**config.mk**
```make
export PLATFORM = sky130hd
export DESIGN_NAME = uxf_flow
export DESIGN_NICKNAME = d
export VERILOG_FILES = /design/src/hdl/uxf_pkg.sv /design/src/hdl/uxf_flow.sv
export SDC_FILE = /design/constraint.sdc
export NUM_CORES = 1
export LEC_CHECK = 0
export ABC_AREA = 1
export BUFFER_PORTS_ARGS = -buffer_cell sky130_fd_sc_hd__buf_2
export CORE_ASPECT_RATIO = 0.5
export CORE_MARGIN = 3
export CORE_UTILIZATION = 50
export CTS_CLUSTER_DIAMETER = 80
export DETAILED_ROUTE_END_ITERATION = 8
export PLACE_DENSITY = 0.78
export SYNTH_ARGS = -nofsm -noshare
export SYNTH_HDL_FRONTEND = slang
export SYNTH_SLANG_ARGS = --single-unit
```
**constraint.sdc**
```tcl
create_clock -name sys_clk_i -period 4 [get_ports sys_clk_i]
set_clock_uncertainty 0.15 [all_clocks]
set_input_delay 0.8 -clock sys_clk_i [delete_from_list [all_inputs] [get_ports sys_clk_i]]
set_output_delay 0.8 -clock sys_clk_i [all_outputs]
set_load 0.01 [all_outputs]
```
**src/hdl/uxf_pkg.sv**
```systemverilog
`default_nettype none

package uxf_pkg;

  // character width and receive buffer shape
  localparam int unsigned CHAR_W     = 8;
  localparam int unsigned FIFO_DEPTH = 16;

  // receive flow control field of enhanced_feature_reg
  localparam int unsigned EFR_RX_LSB   = 0;
  localparam logic [1:0]  EFR_RX_OFF   = 2'h0;
  localparam logic [1:0]  EFR_RX_PAIR2 = 2'h1;
  localparam logic [1:0]  EFR_RX_PAIR1 = 2'h2;
  localparam logic [1:0]  EFR_RX_BOTH  = 2'h3;

  // modem_control_reg bit positions
  localparam int unsigned MCR_REMAP_BIT  = 6;
  localparam int unsigned MCR_XONANY_BIT = 5;
  localparam int unsigned MCR_RESEND_BIT = 2;

  // interrupt enable bit and the code shown in interrupt_status_reg
  localparam int unsigned IER_XOFF_BIT  = 5;
  localparam logic [5:0]  ISR_NONE_CODE = 6'h01;
  localparam logic [5:0]  ISR_XOFF_CODE = 6'h10;

  // flow status encoding of flow_status_reg bit zero
  localparam logic FLOW_XON  = 1'b0;
  localparam logic FLOW_XOFF = 1'b1;

  // xoff_resend_ctrl intervals, in received characters
  localparam int unsigned RESEND_CNT_W = 5;
  localparam logic [1:0]  RESEND_SEL_1  = 2'h0;
  localparam logic [1:0]  RESEND_SEL_4  = 2'h1;
  localparam logic [1:0]  RESEND_SEL_8  = 2'h2;
  localparam logic [RESEND_CNT_W-1:0] RESEND_N_1  = 5'h01;
  localparam logic [RESEND_CNT_W-1:0] RESEND_N_4  = 5'h04;
  localparam logic [RESEND_CNT_W-1:0] RESEND_N_8  = 5'h08;
  localparam logic [RESEND_CNT_W-1:0] RESEND_N_16 = 5'h10;

  // pending first-character state in two-character mode
  typedef enum logic [1:0] {
    PEND_NONE,
    PEND_ON,
    PEND_OFF
  } uxf_pend_e;

  // the four programmable flow control characters
  typedef struct packed {
    logic [CHAR_W-1:0] xon1;
    logic [CHAR_W-1:0] xon2;
    logic [CHAR_W-1:0] xoff1;
    logic [CHAR_W-1:0] xoff2;
  } uxf_chars_s;

  // line status bits that follow the transmit FIFO and shifter only
  typedef struct packed {
    logic tx_empty;
    logic thr_empty;
  } uxf_line_s;

endpackage : uxf_pkg

`default_nettype wire

```
**src/hdl/uxf_flow.sv**
```systemverilog
`timescale 1ns/1ps
`default_nettype none

// small synchronous FIFO, flip-flop storage indexed by pointer
module uxf_fifo #(
  parameter int unsigned WIDTH = 8,
  parameter int unsigned DEPTH = 16
) (
  input  wire logic             sys_clk_i,   // system clock
  input  wire logic             rst_n_i,     // async reset, active low
  input  wire logic             in_valid_i,  // write request
  output logic                  in_ready_o,  // space available
  input  wire logic [WIDTH-1:0] in_data_i,   // write data
  output logic                  out_valid_o, // data available
  input  wire logic             out_ready_i, // consumer takes word
  output logic      [WIDTH-1:0] out_data_o   // head word
);

  localparam int unsigned PW = $clog2(DEPTH);

  logic [WIDTH-1:0] mem_reg [DEPTH];
  logic [PW-1:0]    wr_ptr_reg;
  logic [PW-1:0]    rd_ptr_reg;
  logic [PW:0]      count_reg;
  wire              push;
  wire              pop;

  // a full count of DEPTH stops the writer, empty stops the reader
  assign in_ready_o  = (count_reg != (PW+1)'(DEPTH));
  assign out_valid_o = (count_reg != '0);
  assign out_data_o  = mem_reg[rd_ptr_reg];
  assign push        = in_valid_i & in_ready_o;
  assign pop         = out_valid_o & out_ready_i;

  // pointers wrap naturally since DEPTH is a power of two
  always_ff @(posedge sys_clk_i or negedge rst_n_i) begin
    if (!rst_n_i) begin
      wr_ptr_reg <= '0;
      rd_ptr_reg <= '0;
      count_reg  <= '0;
    end else begin
      if (push) wr_ptr_reg <= wr_ptr_reg + PW'(1);
      if (pop)  rd_ptr_reg <= rd_ptr_reg + PW'(1);
      count_reg <= count_reg + (PW+1)'(push) - (PW+1)'(pop);
    end
  end

  // storage has no reset; contents only matter once valid
  always_ff @(posedge sys_clk_i) begin
    if (push) mem_reg[wr_ptr_reg] <= in_data_i;
  end

endmodule : uxf_fifo

// Summary of operation
// software enables receive control with nonzero pattern
// pattern selects pair one, two, or both
// xoff stops new starts, current char finishes
// xon resumes transmit FIFO draining
// status bit zero: 0 xon, 1 xoff
// enabled xoff interrupt, cleared by read or xon
// line empty bits ignore flow suspension
// parity-errored flow characters still act
// equal xon/xoff in single mode means xon
// repeated first char then second completes
// lone second character stored as data
// unfollowed first character stored as data
// alternating first characters change nothing
// fully equal pairs recognise only xon
// xon any: any char resumes from xoff
// xon any single: xoff in xoff resumes
// xon any pair: lone second xon stored
// xon any pair: xoff pair toggles status; the code ends in xoff only if the pair began in xoff, else it stays xon
// single xoff1 mode: xoff2 is special
// unpreceded second xoff flagged special
// no resend: xoff sent only once
// resend xoff every 1/4/8/16 characters
// software remaps bit two then sets it
// software picks interval near full FIFO
// characters programmable, compared after framing
module uxf_flow
  import uxf_pkg::*;
(
  input  wire logic              sys_clk_i,      // 125 MHz system clock
  input  wire logic              rst_n_i,        // async reset, active low
  input  wire logic [3:0]        enhanced_feature_reg_i, // flow options
  input  wire uxf_chars_s        flow_chars_i,   // xon1/xon2/xoff1/xoff2
  input  wire logic              interrupt_enable_reg_i, // xoff irq enable
  input  wire logic              isr_read_i,     // status read strobe
  input  wire logic              mcr_wr_i,       // modem control write
  input  wire logic [7:0]        mcr_data_i,     // modem control data
  input  wire logic              special_en_i,   // special char detect on
  input  wire logic [1:0]        xoff_resend_ctrl_i, // resend interval
  input  wire logic              tx_xoff_state_i, // local xoff sent
  input  wire logic              rx_valid_i,     // framed char offered
  output logic                   rx_ready_o,     // char taken
  input  wire logic [CHAR_W-1:0] rx_char_i,      // framed character
  output logic                   data_valid_o,   // stored data ready
  input  wire logic              data_ready_i,   // consumer takes data
  output logic      [CHAR_W-1:0] data_o,         // stored character
  input  wire logic              tx_fifo_empty_i, // transmit FIFO empty
  input  wire logic              tx_fifo_full_i, // transmit FIFO full
  input  wire logic              tx_busy_i,      // shifter active
  output logic                   tx_start_o,     // start next character
  output logic                   flow_status_o,  // 0 xon, 1 xoff
  output uxf_line_s              line_status_o,  // empty bits
  output logic                   irq_o,          // xoff interrupt
  output logic      [5:0]        interrupt_status_reg_o, // irq code
  output logic                   special_o,      // special char pulse
  output logic                   xoff_resend_o   // resend xoff pulse
);

  // state
  logic                    status_reg;
  logic                    status_next;
  uxf_pend_e               pend_reg;
  uxf_pend_e               pend_next;
  logic [CHAR_W-1:0]       pend_char_reg;
  logic                    from_xoff_reg;
  logic                    from_xoff_next;
  logic                    irq_reg;
  logic                    special_reg;
  logic                    special_next;
  logic                    resend_reg;
  logic                    resend_en_reg;
  logic                    xon_any_reg;
  logic [RESEND_CNT_W-1:0] resend_cnt_reg;
  logic                    store;
  logic                    xoff_evt;

  // decode of modes and character matches
  wire [1:0] rx_mode   = enhanced_feature_reg_i[EFR_RX_LSB +: 2];
  wire       rx_on     = (rx_mode != EFR_RX_OFF);
  wire       two_char  = (rx_mode == EFR_RX_BOTH);
  wire       pair1     = (rx_mode == EFR_RX_PAIR1);
  wire [CHAR_W-1:0] s_xon  = pair1 ? flow_chars_i.xon1 : flow_chars_i.xon2;
  wire [CHAR_W-1:0] s_xoff = pair1 ? flow_chars_i.xoff1 : flow_chars_i.xoff2;
  // parity status never enters the match, so errored chars still act
  wire       s_on      = (rx_char_i == s_xon);
  wire       s_off     = (rx_char_i == s_xoff) && (s_xon != s_xoff);
  // equal pairs leave only xon recognition
  wire       off_ok    = !((flow_chars_i.xon1 == flow_chars_i.xoff1) &&
                           (flow_chars_i.xon2 == flow_chars_i.xoff2));
  wire       m_on1     = (rx_char_i == flow_chars_i.xon1);
  wire       m_on2     = (rx_char_i == flow_chars_i.xon2);
  wire       m_off1    = (rx_char_i == flow_chars_i.xoff1) && off_ok;
  wire       m_off2    = (rx_char_i == flow_chars_i.xoff2) && off_ok;
  wire       in_xoff   = (status_reg == FLOW_XOFF);

  // a pending first char that is not continued is pushed out first;
  // the new char waits a cycle so the two land in order
  wire       cont_on   = m_on2 | m_on1 | m_off1;
  wire       cont_off  = m_off2 | m_off1 | m_on1;
  wire       flush     = rx_on && two_char && rx_valid_i &&
                         ((pend_reg == PEND_ON  && !cont_on) ||
                          (pend_reg == PEND_OFF && !cont_off));
  wire       fifo_rdy;
  wire       take      = rx_valid_i && fifo_rdy && !flush;
  wire       push      = flush || (take && store);
  wire [CHAR_W-1:0] push_data = flush ? pend_char_reg : rx_char_i;

  assign rx_ready_o = fifo_rdy && !flush;

  // character classification and next status
  always_comb begin
    status_next    = status_reg;
    pend_next      = pend_reg;
    from_xoff_next = from_xoff_reg;
    store          = 1'b0;
    xoff_evt       = 1'b0;
    special_next   = 1'b0;
    if (!rx_on) begin
      // no receive matching at all
      status_next = FLOW_XON;
      pend_next   = PEND_NONE;
      store       = 1'b1;
    end else if (flush) begin
      // a full buffer keeps the pending char until it can be pushed
      pend_next = fifo_rdy ? PEND_NONE : pend_reg;
    end else if (take && !two_char) begin
      if (s_on) begin
        status_next = FLOW_XON;
      end else if (s_off) begin
        if (xon_any_reg && in_xoff) begin
          status_next = FLOW_XON;
        end else begin
          status_next = FLOW_XOFF;
          xoff_evt    = 1'b1;
        end
      end else begin
        store = 1'b1;
        if (xon_any_reg) status_next = FLOW_XON;
        special_next = special_en_i && pair1 &&
                       (rx_char_i == flow_chars_i.xoff2);
      end
    end else if (take) begin
      unique case (pend_reg)
        PEND_NONE: begin
          if (m_on1) begin
            pend_next = PEND_ON;
            if (xon_any_reg) status_next = FLOW_XON;
          end else if (m_off1) begin
            pend_next      = PEND_OFF;
            from_xoff_next = in_xoff;
            if (xon_any_reg) status_next = FLOW_XON;
          end else begin
            store = 1'b1;
            if (xon_any_reg) status_next = FLOW_XON;
            special_next = special_en_i && m_off2;
          end
        end
        PEND_ON: begin
          if (m_on2) begin
            status_next = FLOW_XON;
            pend_next   = PEND_NONE;
          end else if (m_off1) begin
            pend_next      = PEND_OFF;
            from_xoff_next = in_xoff;
          end
          // a repeated xon1 simply replaces the earlier one
        end
        PEND_OFF: begin
          if (m_off2) begin
            pend_next = PEND_NONE;
            if (!xon_any_reg || from_xoff_reg) begin
              status_next = FLOW_XOFF;
              xoff_evt    = 1'b1;
            end
          end else if (m_on1) begin
            pend_next = PEND_ON;
          end
        end
      endcase
    end
  end

  // flow state registers
  always_ff @(posedge sys_clk_i or negedge rst_n_i) begin
    if (!rst_n_i) begin
      status_reg    <= FLOW_XON;
      pend_reg      <= PEND_NONE;
      pend_char_reg <= '0;
      from_xoff_reg <= 1'b0;
      special_reg   <= 1'b0;
    end else begin
      status_reg    <= status_next;
      pend_reg      <= pend_next;
      from_xoff_reg <= from_xoff_next;
      special_reg   <= special_next && take;
      if (take) pend_char_reg <= rx_char_i;
    end
  end

  // irq: set wins over clear; any return to xon removes it
  wire irq_set = xoff_evt && interrupt_enable_reg_i;
  wire irq_clr = isr_read_i || (in_xoff && status_next == FLOW_XON);

  always_ff @(posedge sys_clk_i or negedge rst_n_i) begin
    if (!rst_n_i) begin
      irq_reg <= 1'b0;
    end else begin
      irq_reg <= irq_set || (irq_reg && !irq_clr);
    end
  end

  // modem control shadow; bit two only counts when remap bit is set
  always_ff @(posedge sys_clk_i or negedge rst_n_i) begin
    if (!rst_n_i) begin
      xon_any_reg   <= 1'b0;
      resend_en_reg <= 1'b0;
    end else if (mcr_wr_i) begin
      xon_any_reg <= mcr_data_i[MCR_XONANY_BIT];
      if (mcr_data_i[MCR_REMAP_BIT]) begin
        resend_en_reg <= mcr_data_i[MCR_RESEND_BIT];
      end
    end
  end

  // chosen interval in characters
  function automatic logic [RESEND_CNT_W-1:0] resend_n(
    input logic [1:0] sel
  );
    unique case (sel)
      RESEND_SEL_1: resend_n = RESEND_N_1;
      RESEND_SEL_4: resend_n = RESEND_N_4;
      RESEND_SEL_8: resend_n = RESEND_N_8;
      default:      resend_n = RESEND_N_16;
    endcase
  endfunction : resend_n

  // count stored chars while the local side sits in xoff
  wire       count_evt = take && store && tx_xoff_state_i;
  wire [RESEND_CNT_W-1:0] cnt_inc = resend_cnt_reg + RESEND_CNT_W'(1);
  wire       resend_hit = count_evt && resend_en_reg &&
                          (cnt_inc == resend_n(xoff_resend_ctrl_i));

  always_ff @(posedge sys_clk_i or negedge rst_n_i) begin
    if (!rst_n_i) begin
      resend_cnt_reg <= '0;
      resend_reg     <= 1'b0;
    end else begin
      // without resend the counter idles and nothing is re-sent
      resend_reg <= resend_hit;
      if (!tx_xoff_state_i || !resend_en_reg || resend_hit) begin
        resend_cnt_reg <= '0;
      end else if (count_evt) begin
        resend_cnt_reg <= cnt_inc;
      end
    end
  end

  // receive data buffer; a full buffer stalls the receiver
  uxf_fifo #(
    .WIDTH (CHAR_W),
    .DEPTH (FIFO_DEPTH)
  ) u_fifo (
    .sys_clk_i   (sys_clk_i),
    .rst_n_i     (rst_n_i),
    .in_valid_i  (push),
    .in_ready_o  (fifo_rdy),
    .in_data_i   (push_data),
    .out_valid_o (data_valid_o),
    .out_ready_i (data_ready_i),
    .out_data_o  (data_o)
  );

  // transmit gating: only new starts are held, the shifter finishes
  assign tx_start_o = !tx_fifo_empty_i && !tx_busy_i && !in_xoff;
  // line bits look at FIFO and shifter state only, never at suspension
  assign line_status_o.thr_empty = !tx_fifo_full_i;
  assign line_status_o.tx_empty  = tx_fifo_empty_i && !tx_busy_i;

  // status outputs
  assign flow_status_o          = status_reg;
  assign irq_o                  = irq_reg;
  assign interrupt_status_reg_o = irq_reg ? ISR_XOFF_CODE : ISR_NONE_CODE;
  assign special_o              = special_reg;
  assign xoff_resend_o          = resend_reg;

endmodule : uxf_flow

`default_nettype wire

```
==> results.json <==
{
  "status": "finished, final reports clean",
  "max_freq_ghz": 0.294,
  "cpMostUsedCell": "nand2_1",
  "p_int_mw": 3.64,
  "p_switching_mw": 2.16,
  "grt_start_max_net_pins": 39,
  "tns_ns": 0,
  "worst_slew_margin_rel_pct": 45.3,
  "numCtsBuffers": 17,
  "ys_ff_latch": 163,
  "final_area_um2": 10100,
  "post_drt_wl_per_cell_um": 15.6,
  "largest_reg_flops": 128,
  "critPathRequiredTime_ns": 4.19,
  "cts_max_level": 4,
  "worstSetupStartpoint": "enhanced_feature_reg_i[0]",
  "vias": 6919,
  "end_kind": "flop",
  "num_rows": 33,
  "drtIter0Drc": 660,
  "yosysWarnings": 0,
  "syn2layout_area_growth_pct": 16.4,
  "synthXorXnorAreaFrac_pct": 4.13,
  "cts_tree": "built",
  "overflow": 0,
  "grt_pass1_vias": 6720,
  "syn_avg_cell_area_um2": 9.17,
  "ir_drop_mv": 0.352,
  "pwr-share-seq_pct": 38.8,
  "r2r-start": "u_fifo.count_reg[2]",
  "maxSlewViolCount": 0,
  "drc": 0,
  "yosysSeqAreaShare_pct": 54.3,
  "final_cell_mix": "nand2_1 (259), edfxtp_1 (128), nor2_1 (108)",
  "cts-resized-gates": 0,
  "gp_congestion": 0.865,
  "start_util_pct": 52.1,
  "core_um2": 16700,
  "arrival_ns": 3.59,
  "slowest_delay_ns": 0.42,
  "postCtsHoldBufs": 0,
  "crit_fanout": 38,
  "hold_violations": 0,
  "dieArea_um2": 19100,
  "critical_path.cell_chain": "buf_2 > inv_1 > nand2_1 > buf_12 > nand2_1 > o21ai_1 > nand2_1 > a21oi_1 > nand2_1 > nor2_1 > nand2_1 > nand3_2 > nand3_1 > nand2_1 > nand2_2 > nand2_4 > inv_4 > ha_1 > fa_1 > a21oi_1 > nor2_1 > nor2_1 > xor2_1",
  "drv_cap": 0,
  "drive_above_1_share_pct": 16.0,
  "synthAdderAreaFrac_pct": 2.39,
  "netlist_area_um2": 8690,
  "critPathLaunchType": "input port",
  "cts_sinks": 163,
  "track_usage_pct": 21.9,
  "worstSetupPathType": "input port to flop",
  "synth-simple-area-share_pct": 20.5,
  "yosysUniqueCellTypes": 39,
  "cpMaxStageDelayCell": "fa_1",
  "p_sw_share_pct": 37.3,
  "power.leakage_nw": 4.48,
  "worst_slew_pin_slew_ns": 0.820,
  "die_x_um": 192,
  "combinationalPowerShare_pct": 33.8,
  "total_power_mw": 5.81,
  "die_h_um": 99.2,
  "antenna_found_initial": 0,
  "period_share_pct": 85.0,
  "ant_nets": 0,
  "clockBufferDepth": 2,
  "clkSlewWorstSetupHoldPaths_ns": 0.07,
  "wl_um": 20100,
  "clkPwrFrac_pct": 27.3,
  "min_period_ns": 3.40,
  "clk_latency_ns": 0.42,
  "viasPerCell": 5.36,
  "diodes": 0,
  "syn_inst": 947,
  "whs_ns": 0.315,
  "synth_top_family_by_area": "simple AND/OR/NAND/NOR gates",
  "pin_count": 89,
  "min_path_type": "input port to asynchronous set/reset pin",
  "cts_setup_buffers": 0,
  "dpl.hpwl_um": 14000,
  "final-setup-viol-count": 0,
  "synth_mux_area_share_pct": 3.11,
  "grt_setup_unrepaired": "false",
  "drt_pre_antenna_iters": 6,
  "final_nets": 1132,
  "post-route-util_pct": 60.6,
  "grt_pass1_wl_um": 33000,
  "final_common_cell": "nand2_1",
  "cts_root_buffer": "clkbuf_16",
  "p_per_area_nw_per_um2": 574,
  "port_buffers": 77,
  "post_dp_cell_area_um2": 9530,
  "synth_compound_area_share_pct": 9.09
}
[area by class of cell]
cell class / instances / area [um2]
Tap cell: 227 / 284
Multi-Input combinational cell: 655 / 3420
Timing Repair Buffer: 125 / 771
Inverter: 88 / 333
Clock buffer: 17 / 425
Sequential cell: 163 / 4720
Clock inverter: 15 / 160
Fill cell: 1367 / 6570
[metal layers]
| metal | share of wire [%] | wire length [um] | vias to the layer above | GRT usage [%] |
|---|---|---|---|---|
| li1 | - | - | 3386 | - |
| met2 | 47 | 9380 | 263 | 35.8 |
| met4 | 2.4 | 490 | 0 | 8.00 |
| met5 | 0 | 0 | - | 0 |
| met3 | 6.2 | 1240 | 40 | 4.47 |
| met1 | 45 | 9020 | 3230 | 29.4 |
[power groups by stage]
stage	Clock [mW]	Combinational, mW	Sequential [mW]
detailed placement	0	1.94	2.28
global route	1.66	2.21	2.28
finish	1.59	1.96	2.26
CTS	1.60	1.97	2.25
floorplan	0	1.39	2.17
global placement	0	1.88	2.27
[worst paths after layout]
path                                        end  slack (ns)  depth (start not counted)
min in group sys_clk_i         pend_char_reg[5]        0.34                          2
max in group asynchronous  u_fifo.rd_ptr_reg[0]        2.83                          1
max reg2reg                 u_fifo.count_reg[4]        1.19                         17
min                        u_fifo.rd_ptr_reg[3]        0.31                          1
max                         u_fifo.count_reg[4]        0.60                         23
min reg2reg                    pend_char_reg[5]        0.34                          2
[through the flow]
step	worst slack [ns]	cells
3_5_place_dp	0.179	1258
3_3_place_gp	0.221	1258
4_1_cts	0.605	1290
5_1_grt	0.241	1290
2_1_floorplan	0.570	950
6_report	0.600	1290
[synth_stat cells]
cell / number / share of area (%)
nand2_1: 259 / 11
edfxtp_1: 128 / 44
nor2_1: 108 / 4.7
inv_1: 85 / 3.7
o21ai_0: 66 / 3.8
nand3_1: 48 / 2.8
dfrtp_1: 35 / 10
xor2_1: 30 / 3.0
mux2i_1: 27 / 3.1
o221ai_1: 27 / 2.7
clkbuf_1: 21 / 0.91
ha_1: 15 / 2.2
nand4_1: 11 / 0.79
xnor2_1: 11 / 1.1
buf_2: 9 / 0.52
a21oi_1: 8 / 0.46
o21ai_1: 8 / 0.46
buf_4: 7 / 0.60
nand2_2: 6 / 0.43
o211ai_1: 5 / 0.43
o32ai_1: 4 / 0.40
buf_1: 3 / 0.13
buf_6: 3 / 0.39
nor3_1: 3 / 0.17
o31ai_1: 3 / 0.26
a31oi_1: 2 / 0.14
nor2_2: 2 / 0.14
o2111ai_1: 2 / 0.20
clkbuf_2: 1 / 0.058
clkinv_1: 1 / 0.043
conb_1: 1 / 0.043
fa_1: 1 / 0.23
inv_2: 1 / 0.043
inv_4: 1 / 0.072
nand2_4: 1 / 0.13
nand3_2: 1 / 0.12
o2111a_1: 1 / 0.13
o22ai_1: 1 / 0.072
or2_2: 1 / 0.072
[logic make-up (layout without fill, tap and decap cells)]
group	Yosys count	count (layout)
xor+xnor	41	41
other cells	1	4
mux	27	27
compound gates	127	127
buf+inv	132	245
simple gates	440	440
fa+ha+maj	16	16
flops	163	163
[critical path: cells and delay by family]
family	cells	cell delay, ns
adders and majority gates	2	0.64
and+or+nand+nor	13	1.17
xor gates and xnor gates	1	0.15
AOI/OAI and AO/OA	3	0.41
buffers and inverters	4	0.39
Note: power is estimated with default switching activity, not from simulation.
